**src/pkg/temp_limit_pkg.sv**
```systemverilog
package temp_limit_pkg;

    // ------------------------------------------------------------
    // Widths
    // ------------------------------------------------------------
    localparam int TEMP_W = 8;
    localparam int ADR_W  = 8;
    localparam int DAT_W  = 32;

    typedef logic signed [TEMP_W-1:0] temp_t;
    typedef logic [TEMP_W-1:0]        hyst_t;

    // ------------------------------------------------------------
    // Register byte offsets
    // ------------------------------------------------------------
    localparam logic [ADR_W-1:0] REG_CTRL        = 8'h00;
    localparam logic [ADR_W-1:0] REG_STATUS      = 8'h04;
    localparam logic [ADR_W-1:0] REG_LOCAL_HIGH  = 8'h08;
    localparam logic [ADR_W-1:0] REG_LOCAL_LOW   = 8'h0c;
    localparam logic [ADR_W-1:0] REG_REMOTE_HIGH = 8'h10;
    localparam logic [ADR_W-1:0] REG_REMOTE_LOW  = 8'h14;
    localparam logic [ADR_W-1:0] REG_LOCAL_FS    = 8'h18;
    localparam logic [ADR_W-1:0] REG_REMOTE_FS   = 8'h1c;
    localparam logic [ADR_W-1:0] REG_HYST        = 8'h20;
    localparam logic [ADR_W-1:0] REG_OFFSET      = 8'h24;
    localparam logic [ADR_W-1:0] REG_LOCAL_RES   = 8'h28;
    localparam logic [ADR_W-1:0] REG_REMOTE_RES  = 8'h2c;

    // ------------------------------------------------------------
    // Field positions
    // ------------------------------------------------------------
    localparam int CTRL_W         = 2;
    localparam int CTRL_MASK_BIT  = 0;
    localparam int CTRL_MODE_BIT  = 1;
    localparam int STATUS_W       = 7;
    localparam int ST_REMOTE_FS   = 0;
    localparam int ST_LOCAL_FS    = 1;
    localparam int ST_OPEN        = 2;
    localparam int ST_REMOTE_LOW  = 3;
    localparam int ST_REMOTE_HIGH = 4;
    localparam int ST_LOCAL_LOW   = 5;
    localparam int ST_LOCAL_HIGH  = 6;
    localparam logic [STATUS_W-1:0] ST_ALERT_MASK = 7'h7c;

    // ------------------------------------------------------------
    // Reset values
    // ------------------------------------------------------------
    localparam logic [CTRL_W-1:0] CTRL_RST = 2'h0;
    localparam temp_t FS_LIMIT_RST = 8'sh55;
    localparam temp_t HIGH_RST     = 8'sh7f;
    localparam temp_t LOW_RST      = 8'sh80;
    localparam hyst_t HYST_RST     = 8'h0a;
    localparam temp_t OFFSET_RST   = 8'sh00;
    localparam temp_t TEMP_MAX     = 8'sh7f;
    localparam temp_t TEMP_MIN     = 8'sh80;

    // ------------------------------------------------------------
    // Carriers
    // ------------------------------------------------------------
    typedef struct packed {
        temp_t high;
        temp_t low;
        temp_t failsafe;
    } chan_limits_t;

    typedef struct packed {
        logic high;
        logic low;
        logic failsafe;
        logic secondary;
    } cmp_flags_t;

endpackage

```
**src/hdl/temp_chan_compare.sv**
```systemverilog
`timescale 1ns/1ns
module temp_chan_compare
(
    // Clock and reset
    input  wire logic                       clk_i,
    input  wire logic                       rst_i,
    input  wire logic                       ce_i,
    // Evaluation request
    input  wire logic                       upd_i,
    input  wire temp_limit_pkg::temp_t      temp_i,
    input  wire temp_limit_pkg::chan_limits_t lim_i,
    input  wire temp_limit_pkg::hyst_t      hyst_i,
    // Flags
    output temp_limit_pkg::cmp_flags_t      flags_o
);

    // ------------------------------------------------------------
    // Release test: temperature at or below limit minus hysteresis
    // ------------------------------------------------------------
    function automatic logic at_release(input temp_limit_pkg::temp_t t,
                                        input temp_limit_pkg::temp_t lim,
                                        input temp_limit_pkg::hyst_t hy);
        logic signed [9:0] rel;
        logic signed [9:0] tw;
        rel = $signed({{2{lim[7]}}, lim}) - $signed({2'b00, hy});
        tw  = $signed({{2{t[7]}}, t});
        return tw <= rel;
    endfunction

    temp_limit_pkg::cmp_flags_t state_r;
    temp_limit_pkg::cmp_flags_t state_nxt;

    // Compare only at update points
    always_comb
    begin
        state_nxt = state_r;
        if (upd_i)
        begin
            state_nxt.high = temp_i > lim_i.high;
            state_nxt.low  = temp_i <= lim_i.low;
            if (temp_i > lim_i.failsafe)
                state_nxt.failsafe = 1'b1;
            else if (at_release(temp_i, lim_i.failsafe, hyst_i))
                state_nxt.failsafe = 1'b0;
            if (temp_i > lim_i.high)
                state_nxt.secondary = 1'b1;
            else if (at_release(temp_i, lim_i.high, hyst_i))
                state_nxt.secondary = 1'b0;
        end
    end

    // State register
    always_ff @(posedge clk_i)
    begin
        if (rst_i)
            state_r <= '0;
        else if (ce_i)
            state_r <= state_nxt;
    end

    assign flags_o = state_r;

endmodule // temp_chan_compare

```
**src/hdl/temp_limit_interrupt_logic.sv**
```systemverilog
// How it works
// - Limit interrupt asserts when either channel is above high or at/below low limit.
// - Open remote diode also asserts the limit interrupt.
// - Interrupt releases after alert response, condition gone and status flags cleared.
// - A control bit masks the limit interrupt.
// - Fail-safe output has no mask of any kind.
// - Fail-safe output asserts when either channel exceeds its fail-safe limit.
// - Fail-safe output releases alone at fail-safe limit minus hysteresis.
// - One hysteresis value serves both local and remote channels.
// - Both fail-safe limits reset to 85 degrees.
// - Hysteresis resets to 10, unsigned one degree per count, writable.
// - Control bit selects shared pin as limit interrupt or second over-temperature.
// - Second over-temperature asserts when either channel exceeds its high limit.
// - Second over-temperature clears itself with same hysteresis, no mask.
// - Offset is added to each measurement before it is used.
// - Open flag at status bit 2 is set at conversion start.
`timescale 1ns/1ns
module temp_limit_interrupt_logic
(
    // Clock, reset, enable
    input  wire logic        clk_i,
    input  wire logic        rst_i,
    input  wire logic        ce_i,
    // Wishbone slave
    input  wire logic        wb_cyc_i,
    input  wire logic        wb_stb_i,
    input  wire logic        wb_we_i,
    input  wire logic [7:0]  wb_adr_i,
    input  wire logic [3:0]  wb_sel_i,
    input  wire logic [31:0] wb_dat_i,
    output logic      [31:0] wb_dat_o,
    output logic             wb_ack_o,
    // Measurement side
    input  wire logic        conv_start_i,
    input  wire logic        open_fault_i,
    input  wire logic        result_valid_i,
    input  wire logic [7:0]  local_temp_i,
    input  wire logic [7:0]  remote_temp_i,
    // Bus alert-response event
    input  wire logic        alert_resp_done_i,
    // Open-drain pins
    output logic             failsafe_overtemp_n_o,
    output logic             failsafe_overtemp_n_oe_o,
    output logic             alert_or_secondary_n_o,
    output logic             alert_or_secondary_n_oe_o
);

    // ------------------------------------------------------------
    // Types and helpers
    // ------------------------------------------------------------
    typedef struct packed {
        logic [temp_limit_pkg::CTRL_W-1:0]   ctrl;
        logic [temp_limit_pkg::STATUS_W-1:0] status;
        temp_limit_pkg::chan_limits_t        lim_local;
        temp_limit_pkg::chan_limits_t        lim_remote;
        temp_limit_pkg::hyst_t               hyst;
        temp_limit_pkg::temp_t               offset;
        temp_limit_pkg::temp_t               res_local;
        temp_limit_pkg::temp_t               res_remote;
        logic                                upd;
        logic                                cmp_done;
        logic                                alert_pend;
        logic                                fs_oe;
        logic                                shared_oe;
        logic                                ack;
        logic [31:0]                         dat;
    } state_t;

    // Register address hit
    function automatic logic hit(input logic [7:0] adr, input logic [7:0] off);
        return adr == off;
    endfunction

    // Offset correction with saturation
    function automatic temp_limit_pkg::temp_t add_offset(input logic [7:0] raw,
                                                        input temp_limit_pkg::temp_t off);
        logic signed [8:0] sum;
        sum = $signed({raw[7], raw}) + $signed({off[7], off});
        if (sum > $signed({1'b0, temp_limit_pkg::TEMP_MAX}))
            return temp_limit_pkg::TEMP_MAX;
        else if (sum < $signed({1'b1, temp_limit_pkg::TEMP_MIN}))
            return temp_limit_pkg::TEMP_MIN;
        else
            return temp_limit_pkg::temp_t'(sum[7:0]);
    endfunction

    // Zero-extend a byte onto the data bus
    function automatic logic [31:0] rd_byte(input logic [7:0] b);
        return {24'h000000, b};
    endfunction

    state_t                     state_r;
    state_t                     state_nxt;
    temp_limit_pkg::cmp_flags_t flags_local;
    temp_limit_pkg::cmp_flags_t flags_remote;
    temp_limit_pkg::cmp_flags_t chan_flags [2];
    temp_limit_pkg::temp_t      chan_temp  [2];
    temp_limit_pkg::chan_limits_t chan_lim [2];

    // ------------------------------------------------------------
    // Channel comparators
    // ------------------------------------------------------------
    assign chan_temp[0] = state_r.res_local;
    assign chan_temp[1] = state_r.res_remote;
    assign chan_lim[0]  = state_r.lim_local;
    assign chan_lim[1]  = state_r.lim_remote;

    generate
        for (genvar ch = 0; ch < 2; ch++)
        begin : g_chan
            temp_chan_compare u_cmp
            (
                .clk_i   (clk_i),
                .rst_i   (rst_i),
                .ce_i    (ce_i),
                .upd_i   (state_r.upd),
                .temp_i  (chan_temp[ch]),
                .lim_i   (chan_lim[ch]),
                .hyst_i  (state_r.hyst),
                .flags_o (chan_flags[ch])
            );
        end
    endgenerate

    assign flags_local  = chan_flags[0];
    assign flags_remote = chan_flags[1];

    // ------------------------------------------------------------
    // Next-state logic
    // ------------------------------------------------------------
    logic                                bus_req;
    logic                                bus_wr;
    logic [temp_limit_pkg::STATUS_W-1:0] st_set;
    logic [temp_limit_pkg::STATUS_W-1:0] st_clr;
    logic                                cond_now;
    logic                                evt_set;

    // Bus request strobes, byte lane 0 holds all data
    always_comb
    begin
        bus_req = wb_cyc_i && wb_stb_i && !state_r.ack;
        bus_wr  = bus_req && wb_we_i && wb_sel_i[0];
    end

    // Status set and clear terms
    always_comb
    begin
        st_set = '0;
        st_clr = '0;
        if (state_r.cmp_done)
        begin
            st_set[temp_limit_pkg::ST_LOCAL_HIGH]  = flags_local.high;
            st_set[temp_limit_pkg::ST_LOCAL_LOW]   = flags_local.low;
            st_set[temp_limit_pkg::ST_REMOTE_HIGH] = flags_remote.high;
            st_set[temp_limit_pkg::ST_REMOTE_LOW]  = flags_remote.low;
            st_set[temp_limit_pkg::ST_LOCAL_FS]    = flags_local.failsafe;
            st_set[temp_limit_pkg::ST_REMOTE_FS]   = flags_remote.failsafe;
        end
        if (conv_start_i && open_fault_i)
            st_set[temp_limit_pkg::ST_OPEN] = 1'b1;
        if (bus_wr && hit(wb_adr_i, temp_limit_pkg::REG_STATUS))
            st_clr = wb_dat_i[temp_limit_pkg::STATUS_W-1:0];
        // Alert sources: limit violations and open diode
        evt_set  = |(st_set & temp_limit_pkg::ST_ALERT_MASK);
        cond_now = flags_local.high || flags_local.low || flags_remote.high || flags_remote.low;
    end

    // Main state update
    always_comb
    begin
        state_nxt          = state_r;
        state_nxt.ack      = bus_req;
        state_nxt.upd      = 1'b0;
        state_nxt.cmp_done = state_r.upd;

        // New results, offset applied first
        if (result_valid_i)
        begin
            state_nxt.res_local  = add_offset(local_temp_i, state_r.offset);
            state_nxt.res_remote = add_offset(remote_temp_i, state_r.offset);
            state_nxt.upd        = 1'b1;
        end

        // Sticky status, a set wins over a clear
        state_nxt.status = (state_r.status & ~st_clr) | st_set;

        // Alert latch: released only after alert response with nothing pending
        if (evt_set)
            state_nxt.alert_pend = 1'b1;
        else if (alert_resp_done_i && !cond_now
                 && ((state_r.status & temp_limit_pkg::ST_ALERT_MASK) == '0))
            state_nxt.alert_pend = 1'b0;

        // Fail-safe pin follows comparator state at update points, shared pin updates every cycle
        if (state_r.cmp_done)
        begin
            state_nxt.fs_oe = flags_local.failsafe || flags_remote.failsafe;
        end
        if (state_r.ctrl[temp_limit_pkg::CTRL_MODE_BIT])
            state_nxt.shared_oe = flags_local.secondary || flags_remote.secondary;
        else
            state_nxt.shared_oe = state_nxt.alert_pend
                                  && !state_r.ctrl[temp_limit_pkg::CTRL_MASK_BIT];

        // Register writes
        if (bus_wr)
        begin
            if (hit(wb_adr_i, temp_limit_pkg::REG_CTRL))
                state_nxt.ctrl = wb_dat_i[temp_limit_pkg::CTRL_W-1:0];
            if (hit(wb_adr_i, temp_limit_pkg::REG_LOCAL_HIGH))
                state_nxt.lim_local.high = wb_dat_i[7:0];
            if (hit(wb_adr_i, temp_limit_pkg::REG_LOCAL_LOW))
                state_nxt.lim_local.low = wb_dat_i[7:0];
            if (hit(wb_adr_i, temp_limit_pkg::REG_REMOTE_HIGH))
                state_nxt.lim_remote.high = wb_dat_i[7:0];
            if (hit(wb_adr_i, temp_limit_pkg::REG_REMOTE_LOW))
                state_nxt.lim_remote.low = wb_dat_i[7:0];
            if (hit(wb_adr_i, temp_limit_pkg::REG_LOCAL_FS))
                state_nxt.lim_local.failsafe = wb_dat_i[7:0];
            if (hit(wb_adr_i, temp_limit_pkg::REG_REMOTE_FS))
                state_nxt.lim_remote.failsafe = wb_dat_i[7:0];
            if (hit(wb_adr_i, temp_limit_pkg::REG_HYST))
                state_nxt.hyst = wb_dat_i[7:0];
            if (hit(wb_adr_i, temp_limit_pkg::REG_OFFSET))
                state_nxt.offset = wb_dat_i[7:0];
        end

        // Read data, unmapped reads as zero
        state_nxt.dat = '0;
        if (bus_req && !wb_we_i)
        begin
            if (hit(wb_adr_i, temp_limit_pkg::REG_CTRL))
                state_nxt.dat = {30'h00000000, state_r.ctrl};
            if (hit(wb_adr_i, temp_limit_pkg::REG_STATUS))
                state_nxt.dat = {25'h0000000, state_r.status};
            if (hit(wb_adr_i, temp_limit_pkg::REG_LOCAL_HIGH))
                state_nxt.dat = rd_byte(state_r.lim_local.high);
            if (hit(wb_adr_i, temp_limit_pkg::REG_LOCAL_LOW))
                state_nxt.dat = rd_byte(state_r.lim_local.low);
            if (hit(wb_adr_i, temp_limit_pkg::REG_REMOTE_HIGH))
                state_nxt.dat = rd_byte(state_r.lim_remote.high);
            if (hit(wb_adr_i, temp_limit_pkg::REG_REMOTE_LOW))
                state_nxt.dat = rd_byte(state_r.lim_remote.low);
            if (hit(wb_adr_i, temp_limit_pkg::REG_LOCAL_FS))
                state_nxt.dat = rd_byte(state_r.lim_local.failsafe);
            if (hit(wb_adr_i, temp_limit_pkg::REG_REMOTE_FS))
                state_nxt.dat = rd_byte(state_r.lim_remote.failsafe);
            if (hit(wb_adr_i, temp_limit_pkg::REG_HYST))
                state_nxt.dat = rd_byte(state_r.hyst);
            if (hit(wb_adr_i, temp_limit_pkg::REG_OFFSET))
                state_nxt.dat = rd_byte(state_r.offset);
            if (hit(wb_adr_i, temp_limit_pkg::REG_LOCAL_RES))
                state_nxt.dat = rd_byte(state_r.res_local);
            if (hit(wb_adr_i, temp_limit_pkg::REG_REMOTE_RES))
                state_nxt.dat = rd_byte(state_r.res_remote);
        end
    end

    // ------------------------------------------------------------
    // State register
    // ------------------------------------------------------------
    always_ff @(posedge clk_i)
    begin
        if (rst_i)
        begin
            state_r                     <= '0;
            state_r.ctrl                <= temp_limit_pkg::CTRL_RST;
            state_r.lim_local.high      <= temp_limit_pkg::HIGH_RST;
            state_r.lim_local.low       <= temp_limit_pkg::LOW_RST;
            state_r.lim_local.failsafe  <= temp_limit_pkg::FS_LIMIT_RST;
            state_r.lim_remote.high     <= temp_limit_pkg::HIGH_RST;
            state_r.lim_remote.low      <= temp_limit_pkg::LOW_RST;
            state_r.lim_remote.failsafe <= temp_limit_pkg::FS_LIMIT_RST;
            state_r.hyst                <= temp_limit_pkg::HYST_RST;
            state_r.offset              <= temp_limit_pkg::OFFSET_RST;
        end
        else if (ce_i)
        begin
            state_r <= state_nxt;
        end
    end

    // ------------------------------------------------------------
    // Outputs, open-drain: data low, enable while asserted
    // ------------------------------------------------------------
    assign wb_ack_o                  = state_r.ack;
    assign wb_dat_o                  = state_r.dat;
    assign failsafe_overtemp_n_o     = 1'b0;
    assign failsafe_overtemp_n_oe_o  = state_r.fs_oe;
    assign alert_or_secondary_n_o    = 1'b0;
    assign alert_or_secondary_n_oe_o = state_r.shared_oe;

endmodule // temp_limit_interrupt_logic

```
**config.mk**
```make
export PLATFORM = sky130hd
export DESIGN_NAME = temp_limit_interrupt_logic
export DESIGN_NICKNAME = d
export VERILOG_FILES = /design/src/pkg/temp_limit_pkg.sv /design/src/hdl/temp_chan_compare.sv /design/src/hdl/temp_limit_interrupt_logic.sv
export SDC_FILE = /design/constraint.sdc
export NUM_CORES = 1
export LEC_CHECK = 0
export BUFFER_PORTS_ARGS = -buffer_cell sky130_fd_sc_hd__buf_4
export CORE_MARGIN = 3
export CORE_UTILIZATION = 46
export DETAILED_ROUTE_END_ITERATION = 8
export PLACE_DENSITY = 0.65
export SLEW_MARGIN = 30
export SYNTH_ARGS = -nofsm -noshare
export SYNTH_HDL_FRONTEND = slang
export SYNTH_SLANG_ARGS = --single-unit
```
**constraint.sdc**
```tcl
create_clock -name clk_i -period 4.3 [get_ports clk_i]
set_input_delay 0.86 -clock clk_i [delete_from_list [all_inputs] [get_ports clk_i]]
set_output_delay 0.86 -clock clk_i [all_outputs]
set_load 0.01 [all_outputs]
```
### After elaboration in Yosys (flattened, before gate mapping)

Cells that the tools add are included.

* register bits: 135
* bits of input ports: 70
* output and inout port bits: 37
* word-level logic and storage cells: 136

* reduce and logical (&&, ||, !) cells: 42
* magnitude comparators: 14
* muxes and demuxes: 33
* bitwise logic cells: 3
* equality and inequality tests: 11
* $add $sub $neg: 6

Operators with widths (count)
* $mux W32: 12
* $le A8 B10 Y1: 4
* $sub A8 B9 Y10: 4
* $reduce_and A3 Y1: 13
* $eq A8 B5 Y1 const B: 4
* $eq A8 B6 Y1 const B: 4
* $gt A8 B8 Y1: 4
* $mux W8: 4
* $add A8 B8 Y9: 2
* $gt A9 B8 Y1 const B: 2
* $lt A9 B8 Y1 const B: 2
* $eq A8 B4 Y1 const B: 2
* $le A8 B8 Y1: 2
* $mux W1: 13
* $logic_and A1 B1 Y1: 10
* $eq A8 B3 Y1 const B: 1
* $logic_not A8 Y1: 1
* $reduce_bool A2 Y1: 4
* $and A7 B7 Y7: 1
* $logic_not A7 Y1: 1
* $mux W7: 1
* $not A7 Y7: 1
* $or A7 B7 Y7: 1
* $reduce_and A2 Y1: 3
* 5 further kinds: 13

### Longest topological paths before layout

Gate-level depths: netlist of the first run.

* word-level depth: 14
* gate-level depth with buffers: 16
* mapped depth without buffers: 16

### By module

A second synthesis of the first run with hierarchy kept.

* cells, all modules: 1256
* area, all modules: 10038.4 um^2

By module, submodules not included
* temp_limit_interrupt_logic: sequential area each 2062.0 um^2, times used 1, area an instance 6193.4 um^2, cells an instance 753
* temp_chan_compare (g_chan[0].u_cmp): sequential area each 80.1 um^2, times used 1, area an instance 1936.9 um^2, cells an instance 254
* temp_chan_compare (g_chan[1].u_cmp): sequential area each 80.1 um^2, times used 1, area an instance 1908.1 um^2, cells an instance 249

### Least setup slack after synthesis of the first run

Ideal clock, no wire load.

* path type: register -> register
* from: register state_r[63] (netlist name)
* to: register g_chan[1].u_cmp.state_r (netlist bit g_chan[1].u_cmp.flags_o[1])
* arrival time: 3.073 ns
* setup slack: 1.096 ns
* data required time: 4.169 ns
* period minus slack after synthesis: 3.204 ns
* stages on the path, launching flop included: 15
* cells stage by stage: dfxtp_1 inv_1 ha_1 nor2b_1 o21ai_0 a21oi_1 o21ai_0 a21oi_1 a22o_1 ha_1 or4b_2 a21oi_1 a211o_1 a31o_2 o31ai_1

* longest elaborated chain between the ends: 4

Ends and longest elaborated chain
* start: declaration: line temp_limit_interrupt_logic.sv:92 `state_t state_r;`
* start signal: assignment: line temp_limit_interrupt_logic.sv:279 `state_r <= state_nxt;`
* $sub A8 B9 Y10: line temp_chan_compare.sv:25 `rel = $signed({{2{lim[7]}}, lim}) - $signed({2'b00, hy});`
* $le A8 B10 Y1: line temp_chan_compare.sv:27 `return tw <= rel;`
* $reduce_bool A2 Y1 (no source line)
* $reduce_and A3 Y1 (no source line)
* end signal: assignment: line temp_chan_compare.sv:58 `state_r <= state_nxt;`
* end: declaration: line temp_chan_compare.sv:30 `temp_limit_pkg::cmp_flags_t state_r;`

Every way passes these cells.
A chain may end at the register's enable or synchronous reset.

### Final worst setup path of the first run

Ends and elaborated chain as after synthesis.

==> results of run 1 <==
==> per-stage QoR <==
step | cell area [sq um] | utilization, %
floorplan | 9830 | -
global placement | 10200 | 49.6
detailed placement | 10200 | 49.6
CTS | 10500 | 51.0
global route | 10500 | 51.0
finish | 10500 | 51.0
==> final cells by class <==
cell class	count	area (sq um)	area share (%)
Clock buffer	10	239	2.29
Clock inverter	6	50.0	0.479
Inverter	96	360	3.45
Multi-Input combinational cell	929	6780	64.9
Sequential cell	111	2220	21.3
Tap cell	270	338	3.23
Timing Repair Buffer	60	463	4.43
==> cells in the final DEF (no fill, tap or decap), drive strengths merged, types with 5 or more instances in the layout <==
master,Yosys,final
a211oi,17,17
a2111oi,8,8
o2111ai,5,5
xnor2,20,20
o311ai,5,5
ha,140,140
maj3,6,6
and2,7,7
or2,7,7
mux2i,41,41
buf,46,60
a22oi,12,12
a31oi,5,5
a22o,5,5
dfxtp,111,111
nor2,113,113
a21o,10,10
mux2,5,5
nor3,33,33
a21oi,66,66
nand3,20,20
nand4,16,16
nand2,70,70
o21ai,80,80
nor2b,27,27
xor2,11,11
or4b,5,5
clkbuf,39,10
o31ai,6,6
o211ai,14,14
fa,6,6
o21a,17,17
a221oi,8,8
or3,7,7
conb,1,26
a211o,25,25
inv,95,98
nand2b,20,20
==> layer usage <==
metal	vias to the layer above	routed length, microns	track usage [%]
met2	294	14100	44.4
met3	45	1960	2.97
met4	0	839	7.71
met1	4107	13300	36.5
li1	4323	-	-
met5	-	0	0
==> power groups by stage <==
stage               Sequential (mW)  Clock (mW)  Combinational [mW]
global route                   1.08       0.898               0.405
detailed placement             1.10           0               0.358
global placement               1.10           0               0.353
finish                         1.08       0.853               0.364
floorplan                      1.09           0               0.258
CTS                            1.08       0.858               0.359
==> final timing paths <==
| kind | cells after the start | from | end |
|---|---|---|---|
| min | 2 | alert_or_secondary_n_oe_o | alert_or_secondary_n_oe_o |
| min reg2reg | 2 | alert_or_secondary_n_oe_o | alert_or_secondary_n_oe_o |
| max reg2reg | 14 | state_r[63] | g_chan[1].u_cmp.flags_o[1] |
| max | 14 | state_r[63] | g_chan[1].u_cmp.flags_o[1] |
==> registers in the layout, indices dropped and copies added (netlist names) <==
name,cells
wb_ack_o,1
alert_or_secondary_n_oe_o,1
state_nxt,1
chan_lim,48
g_chan.u_cmp.flags_o,8
state_r,27
chan_temp,16
wb_dat_o,8
failsafe_overtemp_n_oe_o,1
==> worst reg2reg max path, stage by stage, from the launching register on <==
cell and delay (ns):
dfxtp_1 0.61, inv_1 0.26, ha_1 0.32, nor2b_1 0.13, o21ai_0 0.25, a21oi_1 0.13
o21ai_0 0.26, a21oi_1 0.16, a22o_1 0.21, ha_1 0.32, or4b_2 0.60, a21oi_1 0.19
a211o_1 0.15, a31o_2 0.09, o31ai_1 0.05
==> cells by family (layout without fill, tap and decap cells) <==
kind of cell,Yosys count,count (layout)
flops,111,111
compound gates,318,318
simple gates,353,353
mux,49,49
other cells,1,26
buf+inv,181,172
xor+xnor,31,31
fa+ha+maj,152,152
==> results.sh, run 1 <==
export IMPL_yosysTopAreaCellShare_pct=22.8
export IMPL_p_clk_share_pct=37.2
export IMPL_vias=8769
export IMPL_required_ns=4.53
export IMPL_ant_nets=0
export IMPL_path_max_fanout=6
export IMPL_power_density_nw_per_um2=220
export IMPL_arrival_ns=4.08
export IMPL_postCtsSetupBuffers=0
export IMPL_drtPass1Iterations=5
export IMPL_grt_overflow_total=0
export IMPL_cap_violations=0
export IMPL_diodes=0
export IMPL_postCtsHoldBufs=0
export IMPL_clock_sinks=111
export IMPL_cp_end_kind="flip-flop"
export IMPL_cpPeakStageDelay_ns=0.61
export IMPL_start_kind="flip-flop"
export IMPL_synth_simple_area_share_pct=18.6
export IMPL_whs_ns=0.479
export IMPL_insertion_delay_ns=0.37
export IMPL_p_switching_mw=0.691
export IMPL_die_width_microns=151
export IMPL_r2r_setup_slack_ns=0.46
export IMPL_fin_nets=1423
export IMPL_cts_root_buf="clkbuf_16"
export IMPL_cp_num_buf_inv=1
export IMPL_fin_crit_sh_pct=89.4
export IMPL_synth_compound_area_share_pct=21.9
export IMPL_drc=0
export IMPL_synth_most_common_cell="ha_1"
export IMPL_hpwl_microns=23100
export IMPL_synth_top_family_by_area="compound AO/OA/AOI/OAI gates"
export IMPL_crit_chain="inv_1, ha_1, nor2b_1, o21ai_0, a21oi_1, o21ai_0, a21oi_1, a22o_1, ha_1, or4b_2, a21oi_1, a211o_1, a31o_2, o31ai_1"
export IMPL_path_class="reg2reg"
export IMPL_cp_common_cell="a21oi_1"
export IMPL_fin_tns_setup_ns=0
export IMPL_synth_top_area_cell="dfxtp_1"
export IMPL_synth_xor_xnor_area_share_pct=2.79
export IMPL_vdd_drop_max_mv=0.193
export IMPL_max_clock_freq_ghz=0.260
export IMPL_cp_top_family="compound AO/OA/AOI/OAI gates"
export IMPL_grt_pass1_wl_microns=46900
export IMPL_crit_slowest_cell="dfxtp_1"
export IMPL_place_congestion=0.968
export IMPL_finalHoldViolations=0
export IMPL_yosysUniqueCellTypes=88
export IMPL_clk_path_buf_depth=2
export IMPL_h_tree_depth=3
export IMPL_dp_worst_setup_slack_ns=0.546
export IMPL_track_usage_pct=26.7
export IMPL_pin_count=107
export IMPL_skew_ns=0.00933
export IMPL_final_cells=1482
export IMPL_status="finished, final reports clean"
export IMPL_synth_cells=1196
export IMPL_synth_commonest_cells="ha_1 (140), dfxtp_1 (111), nor2_1 (109)"
export IMPL_clk_pin_slew_ns=0.08
export IMPL_combPwrFrac_pct=15.8
export IMPL_mappedNetlistArea_sq_um=9730
export IMPL_syn2layout_area_growth_pct=7.41
export IMPL_fin_crit_ns=3.84
export IMPL_cts_tree="yes"
export IMPL_die_area_sq_um=22900
export IMPL_ys_seq_area_share_pct=22.8
export IMPL_die_h_microns=151
export IMPL_layout_drive_gt1_share_pct=8.42
export IMPL_finalMaxSlewViolations=0
export IMPL_rsz0062_at_grt="no"
export IMPL_fp_coreArea_sq_um=20500
export IMPL_power_switching_share_pct=30.1
export IMPL_power_frac_seq_pct=47.0
export IMPL_wl_per_cell_microns=20.3
export IMPL_synth_adder_area_share_pct=19.9
export IMPL_tightest_slew_ns=0.795
export IMPL_async_flop_share_pct=0
export IMPL_p_total_mw=2.30
export IMPL_antenna_found_initial=0
export IMPL_synth_edf_count=0
export IMPL_nFillCells=1990
export IMPL_drt_initial_drc_count=868
export IMPL_grt_pass1_vias=8157
export IMPL_setup_viol_count_final=0
export IMPL_p_leak_nw=4.36
export IMPL_cts_resized=0
export IMPL_yosysWarnings=0
export IMPL_ys_ff_latch=111
export IMPL_setup_slack_ns=0.456
export IMPL_syn_area_per_cell_sq_um=8.14
export IMPL_viasPerCell=5.92
export IMPL_initial_core_util_pct=47.5
export IMPL_hp_class="reg2reg"
export IMPL_slew_headroom_pct=46.9
export IMPL_portBuffers=53
export IMPL_muxShareOfSynthArea_pct=5.49
export IMPL_intPower_mw=1.61
export IMPL_synth_area_leaders="dfxtp_1 (23%), ha_1 (18%), mux2i_1 (4.2%), nor2_1 (4.2%), o21ai_0 (4.0%)"
export IMPL_row_count=52
export IMPL_cts_made_buffers=9
export IMPL_grt_start_max_net_pins=65
export IMPL_routed_wirelength_microns=30200
export IMPL_synthFlopType="dfxtp_1"
export IMPL_numPlacedInstances=1466
No activity file was read; power rests on OpenSTA's default activity.
==> inputs of run 2 (changes only) <==
--- a/config.mk
+++ b/config.mk
@@ -6,10 +6,12 @@
 export NUM_CORES = 1
 export LEC_CHECK = 0
 export BUFFER_PORTS_ARGS = -buffer_cell sky130_fd_sc_hd__buf_4
+export CELL_PAD_IN_SITES_DETAIL_PLACEMENT = 0
+export CELL_PAD_IN_SITES_GLOBAL_PLACEMENT = 2
 export CORE_MARGIN = 3
-export CORE_UTILIZATION = 46
+export CORE_UTILIZATION = 36
 export DETAILED_ROUTE_END_ITERATION = 8
-export PLACE_DENSITY = 0.65
+export PLACE_DENSITY_LB_ADDON = 0.1
 export SLEW_MARGIN = 30
 export SYNTH_ARGS = -nofsm -noshare
 export SYNTH_HDL_FRONTEND = slang
==> run 2 against run 1 <==
Setup slack improved by 0.17 ns. First-iteration DRC count down 32%. Final area rose by 1.0%. Die area is 27% higher. Utilization down 11 points. Combinational power barely moved. Critical path depth rose by 1. Register-to-register slack better by 0.17 ns. Global-route usage down 3.3 points. Fmax is 4.5% higher. Non-clock buffer count is 3 higher. Critical path type unchanged. Largest power group unchanged.
==> results.sh, run 2 (synthesized netlist as in run 1, its figures left out) <==
export IMPL_p_leak_nw=4.38
export IMPL_cpPeakStageDelay_ns=0.46
export IMPL_multi_input_area_sq_um=6780
export IMPL_tightest_slew_ns=0.844
export IMPL_antenna_found_initial=0
export IMPL_diodes=0
export IMPL_routed_wirelength_microns=33800
export IMPL_track_usage_pct=23.4
export IMPL_grtUsageMet2_pct=38.6
export IMPL_cts_made_buffers=9
export IMPL_h_tree_depth=3
export IMPL_fin_nets=1426
export IMPL_hp_class="reg2reg"
export IMPL_intPower_mw=1.60
export IMPL_initial_core_util_pct=37.0
export IMPL_setup_viol_count_final=0
export IMPL_required_ns=4.53
export IMPL_finalHoldViolations=0
export IMPL_layout_drive_gt1_share_pct=8.64
export IMPL_gr_usage_met1_pct=32.6
export IMPL_status="finished, final reports clean"
export IMPL_cts_tree="yes"
export IMPL_final_common_cell="ha_1"
export IMPL_arrival_ns=3.91
export IMPL_clock_sinks=111
export IMPL_fin_crit_ns=3.68
export IMPL_clk_pin_slew_ns=0.09
export IMPL_seq_area_sq_um=2220
export IMPL_busiest_layer="met2"
export IMPL_path_max_fanout=6
export IMPL_finalMaxSlewViolations=0
export IMPL_final_cell_mix="ha_1 (140), dfxtp_1 (111), nor2_1 (109)"
export IMPL_viasPerCell=5.56
export IMPL_ant_nets=0
export IMPL_p_clk_share_pct=37.6
export IMPL_die_area_sq_um=29000
export IMPL_wl_per_cell_microns=21.8
export IMPL_drt_initial_drc_count=592
export IMPL_power_switching_share_pct=31.2
export IMPL_fin_tns_setup_ns=0
export IMPL_cap_violations=0
export IMPL_syn2layout_area_growth_pct=8.49
export IMPL_path_class="reg2reg"
export IMPL_start_kind="flip-flop"
export IMPL_postCtsHoldBufs=0
export IMPL_grt_start_max_net_pins=62
export IMPL_grt_pass1_vias=8169
export IMPL_vdd_drop_max_mv=0.168
export IMPL_grt_overflow_total=0
export IMPL_cp_end_kind="flip-flop"
export IMPL_hpwl_microns=26000
export IMPL_skew_ns=0.0141
export IMPL_setup_slack_ns=0.622
export IMPL_p_switching_mw=0.726
export IMPL_fin_crit_sh_pct=85.5
export IMPL_vias=8625
export IMPL_cts_root_buf="clkbuf_16"
export IMPL_die_width_microns=170
export IMPL_nFillCells=2756
export IMPL_clk_path_buf_depth=2
export IMPL_largest_reg_flops=48
export IMPL_slew_headroom_pct=43.8
export IMPL_whs_ns=0.484
export IMPL_power_frac_seq_pct=46.7
export IMPL_dp_worst_setup_slack_ns=0.644
export IMPL_die_h_microns=170
export IMPL_place_congestion=0.840
export IMPL_postCtsSetupBuffers=0
export IMPL_insertion_delay_ns=0.37
export IMPL_crit_chain="ha_1, fa_1, nor2b_1, o21ai_0, a21oi_1, o21ai_0, a221oi_1, xnor2_1, ha_1, nand4_1, or3_1, o311ai_0, o221ai_1, o21ai_0, a21oi_1"
export IMPL_portBuffers=53
export IMPL_row_count=59
export IMPL_crit_slowest_cell="dfxtp_1"
export IMPL_power_density_nw_per_um2=220
export IMPL_cp_common_cell="o21ai_0"
export IMPL_p_total_mw=2.33
export IMPL_drtPass1Iterations=5
export IMPL_drc=0
export IMPL_max_clock_freq_ghz=0.272
export IMPL_grt_pass1_wl_microns=50900
export IMPL_rsz0062_at_grt="no"
export IMPL_pin_count=107
export IMPL_met3_usage_pct=2.58
export IMPL_cts_resized=0
export IMPL_fp_coreArea_sq_um=26300
export IMPL_combPwrFrac_pct=15.7
[run 2: changes by cell type in the layout (fill, tap and decap cells not counted), sizes merged]
cell      delta
buf          +3
clkinv       +3
clkbuf       -1
clkinvlp     -1
inv          -1
[run 2: cell type report]
type                    instances  area share, %
clock buffers                   9           2.13
clock inverters                 7          0.735
inverters                      96           3.41
multi-input cells             929           64.2
flip-flops and latches        111           21.0
well taps                     335           3.97
repair buffers                 63           4.48
[run 2: final timing paths]
kind / startpoint / endpoint / slack, ns / cells after the start
worst max-delay path: state_r[62] / g_chan[1].u_cmp.flags_o[0] / 0.62 / 15
worst min-delay path: wb_dat_o[3] / wb_dat_o[3] / 0.48 / 1
worst max register to register: state_r[62] / g_chan[1].u_cmp.flags_o[0] / 0.62 / 15
worst min register to register: wb_dat_o[3] / wb_dat_o[3] / 0.48 / 1
[run 2: power by group through the flow]
stage / clock network [mW] / registers (mW) / logic [mW]
floorplan: 0 / 1.09 / 0.258
global placement: 0 / 1.11 / 0.364
detailed placement: 0 / 1.11 / 0.364
CTS: 0.894 / 1.09 / 0.366
global route: 0.928 / 1.09 / 0.408
finish: 0.874 / 1.09 / 0.365
[run 2: routing by layer]
layer / share of wire (%) / wire length, microns
met1: 47 / 15900
met2: 47 / 15800
met3: 4.3 / 1460
met4: 1.9 / 643
met5: 0 / 0
[run 2: worst max-delay path, delay by kind of cell, from the launching register on]
family / cells / cell delay [ns]
compound gates: 8 / 1.42
xor+xnor: 1 / 0.12
fa+ha+maj: 3 / 0.99
flops: 1 / 0.46
simple gates: 3 / 0.55
[run 2: stage by stage]
step / utilization [%] / instance area [sq um] / cells
finish: 40.2 / 10600 / 1550
global route: 40.2 / 10600 / 1550
CTS: 40.2 / 10600 / 1550
detailed placement: 39.0 / 10300 / 1534
global placement: 39.0 / 10300 / 1534
floorplan: - / 9830 / 1221
